==> src/core/uus_pkg.sv <==
// Purpose: Shared constants and types of the user unit scaling stage.
// Assumes: One drive clock, synchronous active high reset.
// Notes:   Parameter addresses are the fieldbus parameter numbers.
package uus_pkg;

    // ==========================================================
    // Parameter addresses
    localparam logic [15:0] ADDR_POS_BOTTOM = 16'h060e;
    localparam logic [15:0] ADDR_POS_TOP    = 16'h0610;
    localparam logic [15:0] ADDR_VEL_BOTTOM = 16'h0642;
    localparam logic [15:0] ADDR_VEL_TOP    = 16'h0644;

    // ==========================================================
    // Factory values
    localparam logic [31:0] RST_POS_BOTTOM = 32'h0000_4000;
    localparam logic [31:0] RST_POS_TOP    = 32'h0000_0001;
    localparam logic [31:0] RST_VEL_BOTTOM = 32'h0000_0001;
    localparam logic [31:0] RST_VEL_TOP    = 32'h0000_0001;
    localparam logic [31:0] RATIO_MAX      = 32'h7fff_ffff;

    // ==========================================================
    // Internal position resolution and divider sizing
    localparam int          POS_RES_SHIFT  = 17;
    localparam int          DIV_W          = 96;
    localparam int          DVS_W          = 48;
    localparam logic [6:0]  DIV_CYCLES     = 7'h60;

    // ==========================================================
    // Conversion selectors
    localparam logic        KIND_POS       = 1'b0;
    localparam logic        KIND_VEL       = 1'b1;
    localparam logic        DIR_TO_INT     = 1'b0;
    localparam logic        DIR_TO_USER    = 1'b1;

    typedef enum logic [1:0] {
        UUS_IDLE,
        UUS_LOAD,
        UUS_DIV,
        UUS_DONE
    } uus_cnv_state_e;

endpackage : uus_pkg

==> src/core/uus_divider.sv <==
// Purpose: Unsigned restoring divider, one quotient bit per clock.
// Assumes: Divisor is never zero; start is ignored while busy.
// Notes:   Quotient is valid from the done pulse until the next start.
module uus_divider (
    input  wire logic                       clk,
    input  wire logic                       rst,
    input  wire logic                       start,
    input  wire logic [uus_pkg::DIV_W-1:0]  dividend,
    input  wire logic [uus_pkg::DVS_W-1:0]  divisor,
    output logic                            busy,
    output logic                            done,
    output logic [uus_pkg::DIV_W-1:0]       quotient
);
    import uus_pkg::*;

    logic [DVS_W-1:0] rem_q;
    logic [DVS_W-1:0] dvs_q;
    logic [DIV_W-1:0] quo_q;
    logic [6:0]       cnt_q;
    logic             busy_q;
    logic             done_q;
    wire  [DVS_W:0]   trial = {rem_q, quo_q[DIV_W-1]};
    wire  [DVS_W:0]   diff  = trial - {1'b0, dvs_q};
    wire              fits  = ~diff[DVS_W];

    always_ff @(posedge clk) begin
        if (rst) begin
            rem_q  <= '0;
            dvs_q  <= '0;
            quo_q  <= '0;
            cnt_q  <= '0;
            busy_q <= 1'b0;
            done_q <= 1'b0;
        end else begin
            done_q <= 1'b0;
            if (start && !busy_q) begin
                rem_q  <= '0;
                dvs_q  <= divisor;
                quo_q  <= dividend;
                cnt_q  <= DIV_CYCLES;
                busy_q <= 1'b1;
            end else if (busy_q) begin
                rem_q  <= fits ? diff[DVS_W-1:0] : trial[DVS_W-1:0];
                quo_q  <= {quo_q[DIV_W-2:0], fits};
                cnt_q  <= cnt_q - 7'h01;
                if (cnt_q == 7'h01) begin
                    busy_q <= 1'b0;
                    done_q <= 1'b1;
                end
            end
        end
    end

    assign busy     = busy_q;
    assign done     = done_q;
    assign quotient = quo_q;

endmodule // uus_divider

==> src/core/uus_scaling.sv <==
// Purpose: Position and velocity scaling between user units and internal units.
// Assumes: Power stage state comes from logic on the same clock.
// Notes:   Results are truncated toward zero and saturate at plus or minus RATIO_MAX.
//
// Overview of operation
// Convert user units to internal and back.
// Changed ratio reinterprets all user-unit values.
// Position ratio is revolutions over position units.
// Position ratio activates on numerator write only.
// Ratio writes only while power stage disabled.
// Tiny position ratio forbids moves beyond range.
// Position default: 1 revolution per 16384.
// Position fields signed 32-bit, 1 to max.
// Velocity ratio is rpm over velocity units.
// Velocity default: 1 rpm per unit.
// Velocity ratio activates on numerator write only.
// Velocity fields signed 32-bit, 1 to max.
// Each quantity uses its own user unit.
// Rejected writes leave everything unchanged.
module uus_scaling (
    input  wire logic        clk,
    input  wire logic        rst,
    input  wire logic        power_stage_on,
    input  wire logic        par_wr,
    input  wire logic        par_rd,
    input  wire logic [15:0] par_addr,
    input  wire logic [31:0] par_wdata,
    output logic      [31:0] par_rdata,
    output logic             par_ack,
    output logic             par_err,
    input  wire logic        cnv_req,
    input  wire logic        cnv_kind,
    input  wire logic        cnv_dir,
    input  wire logic [31:0] cnv_in,
    output logic      [31:0] cnv_out,
    output logic             cnv_done,
    output logic             cnv_sat,
    output logic             cnv_busy,
    output logic      [31:0] pos_top_active,
    output logic      [31:0] pos_bottom_active,
    output logic      [31:0] vel_top_active,
    output logic      [31:0] vel_bottom_active,
    output logic             pos_range_lock
);
    import uus_pkg::*;

    // ==========================================================
    // Parameter access
    logic [31:0] pos_top_q, pos_bot_q, vel_top_q, vel_bot_q;
    logic [31:0] pos_top_act_q, pos_bot_act_q, vel_top_act_q, vel_bot_act_q;
    logic [31:0] rdata_q;
    logic        ack_q, err_q, lock_q;

    wire hit_pt  = (par_addr == ADDR_POS_TOP);
    wire hit_pb  = (par_addr == ADDR_POS_BOTTOM);
    wire hit_vt  = (par_addr == ADDR_VEL_TOP);
    wire hit_vb  = (par_addr == ADDR_VEL_BOTTOM);
    wire hit_any = hit_pt | hit_pb | hit_vt | hit_vb;
    wire in_range = !par_wdata[31] && (par_wdata != 32'h0);      // see
    wire wr_ok   = par_wr && hit_any && in_range && !power_stage_on; // see
    wire wr_bad  = par_wr && !wr_ok;
    wire [31:0] rd_mux = hit_pt ? pos_top_q : hit_pb ? pos_bot_q :
                         hit_vt ? vel_top_q : hit_vb ? vel_bot_q : 32'h0;
    // A ratio below one revolution per 2^17 units cannot address a whole step.
    wire lock_d = ({1'b0, pos_top_act_q[30:0], 17'h0} < {17'h0, pos_bot_act_q});

    always_ff @(posedge clk) begin
        if (rst) begin
            pos_top_q     <= RST_POS_TOP;
            pos_bot_q     <= RST_POS_BOTTOM;
            pos_top_act_q <= RST_POS_TOP;
            pos_bot_act_q <= RST_POS_BOTTOM;
            vel_top_q     <= RST_VEL_TOP;
            vel_bot_q     <= RST_VEL_BOTTOM;
            vel_top_act_q <= RST_VEL_TOP;
            vel_bot_act_q <= RST_VEL_BOTTOM;
        end else if (wr_ok) begin
            // The bottom value waits in its stored copy until the top is written.
            if (hit_pb) pos_bot_q <= par_wdata;
            if (hit_vb) vel_bot_q <= par_wdata;
            if (hit_pt) begin
                pos_top_q     <= par_wdata;
                pos_top_act_q <= par_wdata;                        // see
                pos_bot_act_q <= pos_bot_q;
            end
            if (hit_vt) begin
                vel_top_q     <= par_wdata;
                vel_top_act_q <= par_wdata;                        // see
                vel_bot_act_q <= vel_bot_q;
            end
        end
    end

    always_ff @(posedge clk) begin
        if (rst) begin
            rdata_q <= 32'h0;
            ack_q   <= 1'b0;
            err_q   <= 1'b0;
            lock_q  <= 1'b0;
        end else begin
            ack_q   <= par_wr | par_rd;
            err_q   <= wr_bad | (par_rd && !hit_any);
            rdata_q <= par_rd ? rd_mux : 32'h0;
            lock_q  <= lock_d;
        end
    end

    // ==========================================================
    // Conversion engine
    uus_cnv_state_e st_q;
    logic        sign_q, kind_q, dir_q, done_q, sat_q, busy_q;
    logic [31:0] mag_q, out_q;
    logic [DIV_W-1:0] quo;
    logic        div_busy, div_done;

    wire [31:0] in_mag  = cnv_in[31] ? (~cnv_in + 32'h1) : cnv_in;
    wire        is_pos  = (kind_q == KIND_POS);
    wire        to_int  = (dir_q == DIR_TO_INT);
    // Active factors only: pending bottom values never reach the math.
    wire [31:0] f_top   = is_pos ? pos_top_act_q : vel_top_act_q;
    wire [31:0] f_bot   = is_pos ? pos_bot_act_q : vel_bot_act_q;
    wire [31:0] f_mul   = to_int ? f_top : f_bot;
    wire [63:0] prod    = {32'h0, mag_q} * {32'h0, f_mul};
    wire [DIV_W-1:0] dvd = (is_pos && to_int) ? {15'h0, prod, 17'h0} : {32'h0, prod};
    wire [DVS_W-1:0] dvs = (is_pos && !to_int) ? {f_top[30:0], 17'h0} :
                           to_int ? {16'h0, f_bot} : {16'h0, f_top};
    wire        ovf     = (quo[DIV_W-1:31] != '0);
    wire [31:0] res_mag = ovf ? RATIO_MAX : quo[31:0];
    wire [31:0] res     = sign_q ? (~res_mag + 32'h1) : res_mag;

    uus_divider u_div (
        .clk      (clk),
        .rst      (rst),
        .start    (st_q == UUS_LOAD),
        .dividend (dvd),
        .divisor  (dvs),
        .busy     (div_busy),
        .done     (div_done),
        .quotient (quo)
    );

    always_ff @(posedge clk) begin
        if (rst) begin
            st_q   <= UUS_IDLE;
            sign_q <= 1'b0;
            kind_q <= KIND_POS;
            dir_q  <= DIR_TO_INT;
            mag_q  <= 32'h0;
            out_q  <= 32'h0;
            done_q <= 1'b0;
            sat_q  <= 1'b0;
            busy_q <= 1'b0;
        end else begin
            done_q <= 1'b0;
            case (st_q)
                UUS_IDLE: begin
                    if (cnv_req) begin
                        sign_q <= cnv_in[31];
                        kind_q <= cnv_kind;
                        dir_q  <= cnv_dir;
                        mag_q  <= in_mag;
                        st_q   <= UUS_LOAD;
                        busy_q <= 1'b1;
                    end
                end
                UUS_LOAD: st_q <= UUS_DIV;
                UUS_DIV: begin
                    if (div_done) begin
                        out_q  <= res;
                        sat_q  <= ovf;
                        done_q <= 1'b1;
                        st_q   <= UUS_DONE;
                    end
                end
                UUS_DONE: begin
                    busy_q <= 1'b0;
                    st_q   <= UUS_IDLE;
                end
                default: begin
                    busy_q <= 1'b0;
                    st_q   <= UUS_IDLE;
                end
            endcase
        end
    end

    assign par_rdata         = rdata_q;
    assign par_ack           = ack_q;
    assign par_err           = err_q;
    assign cnv_out           = out_q;
    assign cnv_done          = done_q;
    assign cnv_sat           = sat_q;
    assign cnv_busy          = busy_q;
    assign pos_top_active    = pos_top_act_q;
    assign pos_bottom_active = pos_bot_act_q;
    assign vel_top_active    = vel_top_act_q;
    assign vel_bottom_active = vel_bot_act_q;
    assign pos_range_lock    = lock_q;
endmodule // uus_scaling

==> config.mk <==
export PLATFORM = sky130hd
export DESIGN_NAME = uus_scaling
export DESIGN_NICKNAME = d
export VERILOG_FILES = /design/src/core/uus_pkg.sv /design/src/core/uus_divider.sv /design/src/core/uus_scaling.sv
export SDC_FILE = /design/constraint.sdc
export NUM_CORES = 2
export LEC_CHECK = 0
export BUFFER_PORTS_ARGS = -buffer_cell sky130_fd_sc_hd__buf_4
export CORE_UTILIZATION = 60
export CTS_BUF_LIST = sky130_fd_sc_hd__clkbuf_8
export CTS_CLUSTER_SIZE = 24
export DETAILED_ROUTE_END_ITERATION = 10
export PLACE_DENSITY = 0.79
export REMOVE_ABC_BUFFERS = 1
export SLEW_MARGIN = 40
export SYNTH_ARGS = -nofsm -noshare
export SYNTH_HDL_FRONTEND = slang
export SYNTH_SLANG_ARGS = --single-unit
==> constraint.sdc <==
create_clock -name clk -period 23.8 [get_ports clk]
set_clock_uncertainty 0.2 [all_clocks]
set_input_delay 1.19 -clock clk [delete_from_list [all_inputs] [get_ports clk]]
set_output_delay 1.19 -clock clk [all_outputs]
set_load 0.02 [all_outputs]
==> metrics.md <==
| Metric | Value |
|---|---|
| F_max | `0.09820 GHz` |
| Hold/Removal Path Class | `reg2reg` |
| Hold buffers post-CTS | `0` |
| DRT Pass-1 Iters | `8` |
| Nets | `between 8000 and 9000` |
| Max cap viols | `0` |
| Worst-Skew Late Latency | `770 ps` |
| Slowest cell on crit path | `mux4_2` |
| Via count | `50790` |
| RSZ-0062 raised after global routing | `no` |
| Post-CTS Resized | `0` |
| Critical Path Max Stage Delay | `930 ps` |
| Mapped Cells | `6883` |
| Clock sinks | `500` |
| Clock period minus worst slack | `between 10000 and 15000 ps` |
| Number of global-route vias before repair | `around 52000` |
| Placer Congestion | `0.9549` |
| Die X | `between 300 and 400 um` |
| Worst VDD drop | `roughly 0.078 mV` |
| Number of synthesized flops with an enable pin | `0` |
| Drt initial violations | `4919` |
| Crit start category | `flip-flop` |
| Outcome | `finished, final reports clean` |
| Die area | `0.09853 mm2` |
| Yosys cell types | `83` |
| Port bufs | `between 200 and 300` |
| Layout cell share with drive strength beyond 1 | `0.09293` |
| Final Setup Violations | `0` |
| Sequential area share after synthesis | `0.1715` |
| TritonCTS clock tree | `built` |
| Drt total wl | `around 190000 um` |
| Warnings, synthesis | `0` |
| Worst Path Required | `24230 ps` |
| I/O pins | `286` |
| Clock tree buffer depth | `3` |
| DP HPWL | `135100 um` |
| Pre-CTS setup slack | `13590 ps` |
| P_leak | `28.77 nW` |
| Layout Cells excl Fill | `8240` |
| CTS buffer count | `86` |
| Top_reg_cell synth | `dfxtp_1` |
| Post-Syn Area | `0.05837 mm2` |
| Type of the worst setup path | `reg2reg` |
| Synth-to-layout area growth | `8.510%` |
| Tcrit/Tclk final | `0.4279` |
| Final Hold Viols | `0` |
| Starting Density | `0.6044` |
| CP top delay family | `adder cells` |
| Largest net degree at the start of global routing | `99` |
| Initial antenna violation count | `4` |
| CTS root buf | `clkbuf_8` |
| Clk pin slew, worst setup/hold paths | `about 60 ps` |
| Worst Setup End Kind | `flip-flop` |
| Total track usage | `0.3840` |
| Pwr/cell area | `~63 mW/mm2` |
| First-pass GRT wire length | `293000 um` |
| Fin. max-slew vios | `0` |
| Rows | `about 110` |
| Setup Fix Bufs, Post-CTS | `0` |
| Setup TNS Final | `0 ps` |
| CP Max Fanout | `44` |
| Core ar. | `0.09657 mm2` |
| Overflow after GRT | `0` |
| Worst path bufs/invs | `6` |
| Post-DR vias/cell | `6.164` |
| Ys async rst share | `0` |
| Synthesized flop and latch total | `500` |
| Placed cell count | `just over 8000` |
| Chip height | `roughly 310 um` |
| Arr. time, crit path | `10620 ps` |
| DRC Markers | `0` |
| Final WS setup | `13620 ps` |
| DRT antenna net count | `0` |
| DR WL/cell | `22.93 um` |
| Hold Slack | `around 250 ps` |
| Worst rel slew slack | `0.3628` |
| H-Tree Depth | `3` |
| Cell mode on critical path | `fa_1` |
| Slew of the pin with the lowest slew margin | `947.1 ps` |
| Avg Cell Area, Syn | `8.480 um2` |
==> cells by family (layout without fill, tap and decap cells) <==
| kind of cell | after synthesis | after routing | synth area share |
|---|---|---|---|
| AO/OA/AOI/OAI | 1190 | 1190 | 0.1255 |
| XOR/XNOR | 146 | 146 | 0.02191 |
| adder cells (fa/ha/maj) | 1231 | 1231 | 0.3793 |
| buffers and inverters | 1402 | 1481 | 0.09057 |
| flip-flops | 500 | 500 | 0.1715 |
| multiplexers | 71 | 71 | 0.01897 |
| other | 0 | 2 | 0 |
| AND/OR/NAND/NOR | 2343 | 2343 | 0.1923 |
==> layout by cell type, fill, tap and decap left out, types with 26 or more instances in the layout <==
cell / n
nor3_1: 39
nor2b_1: 163
clkbuf_8: 113
a211oi_1: 69
a21o_1: 44
inv_1: 974
buf_4: 357
a31oi_1: 26
xnor2_1: 71
nor4_1: 43
a21oi_1: 507
nand3_1: 34
and3_1: 70
ha_1: 334
dfxtp_1: 475
nor2_1: 325
o21ai_0: 177
fa_1: 897
and2_1: 451
nand4_1: 36
a22oi_1: 100
nand2b_1: 33
xor2_1: 74
a221oi_1: 54
nand2_1: 1052
==> final cells by class <==
type	instances	area, um2
Sequential cell	500	10080
Inverter	951	3570
Clock buffer	113	1555
Tap cell	1276	1597
Antenna cell	2	5.005
Clock inverter	47	282.8
Timing Repair Buffer	370	2898
Fill cell	7927	33230
Multi-Input combinational cell	4981	43340
==> synthesized netlist by cell type, types with 24 or more instances <==
library cell,n,area (um2)
a21oi_1,512,2562
nor2b_1,167,1045
nand3_1,34,170.2
o21ai_0,188,940.9
mux2i_1,24,240.2
a31oi_1,26,162.7
a211oi_1,69,518.0
nand2b_1,36,225.2
nor4_1,46,287.8
nor2_1,328,1231
fa_1,897,17960
xnor2_1,71,621.9
dfxtp_1,500,10010
mux4_2,30,675.7
xor2_1,75,656.9
and2_1,452,2828
clkbuf_1,424,1592
a22oi_1,100,750.7
nand4_1,36,225.2
o21bai_1,24,180.2
a221oi_1,54,473.0
inv_1,949,3562
nand2_1,1057,3968
nor3_1,41,205.2
and3_1,70,437.9
a21o_1,44,330.3
ha_1,334,4179
==> worst min-delay path: stages (launching register included) <==
cell and delay [ps]:
dfxtp_1 310, nand2_1 50, a21oi_1 50
==> sequential cells by signal, summed over array words and instances, names as in the netlist, 2 cells and up <==
name               flops
cnv_out               32
mag_q                 32
par_rdata             32
pos_bot_q             32
pos_bottom_active     32
pos_top_active        32
st_q                   2
u_div.cnt_q            7
u_div.dvs_q           48
u_div.quotient        96
u_div.rem_q           48
vel_bot_q             32
vel_bottom_active     32
vel_top_active        32
==> report_power, final <==
part | total, mW | switching (mW) | leakage (nW) | internal [mW]
Combinational | 2.01 | 1.27 | 23.7 | 0.742
Clock | 0.837 | 0.404 | 1.05 | 0.433
Sequential | 1.13 | 0.201 | 4.06 | 0.927
Total | 3.98 | 1.87 | 28.8 | 2.10
==> path summary, 6_finish.rpt <==
kind / slack [ps] / end / startpoint / depth (start not counted)
worst min register to register: 250 / u_div.dvs_q[15] / u_div.dvs_q[15] / 2
worst max-delay path: 13620 / u_div.quotient[51] / dir_q / 27
worst min-delay path: 250 / u_div.dvs_q[15] / u_div.dvs_q[15] / 2
worst max register to register: 13620 / u_div.quotient[51] / dir_q / 27
==> per-layer routing <==
layer / routed length, um / GRT usage
met1: 69570 / 0.4748
met2: 87850 / 0.6205
met3: 18240 / 0.07607
met4: 13240 / 0.2365
met5: 40 / 0
==> metrics by stage <==
stage / power, mW / util / instance area [um2]
global route: 4.196 / 0.6558 / 63330
floorplan: 2.450 / - / 56650
finish: 3.978 / 0.6559 / 63330
CTS: 3.922 / 0.6550 / 63250
detailed placement: 3.087 / 0.6360 / 61410
global placement: 3.045 / 0.6340 / 61220
Power figures use the tool's default switching activity.
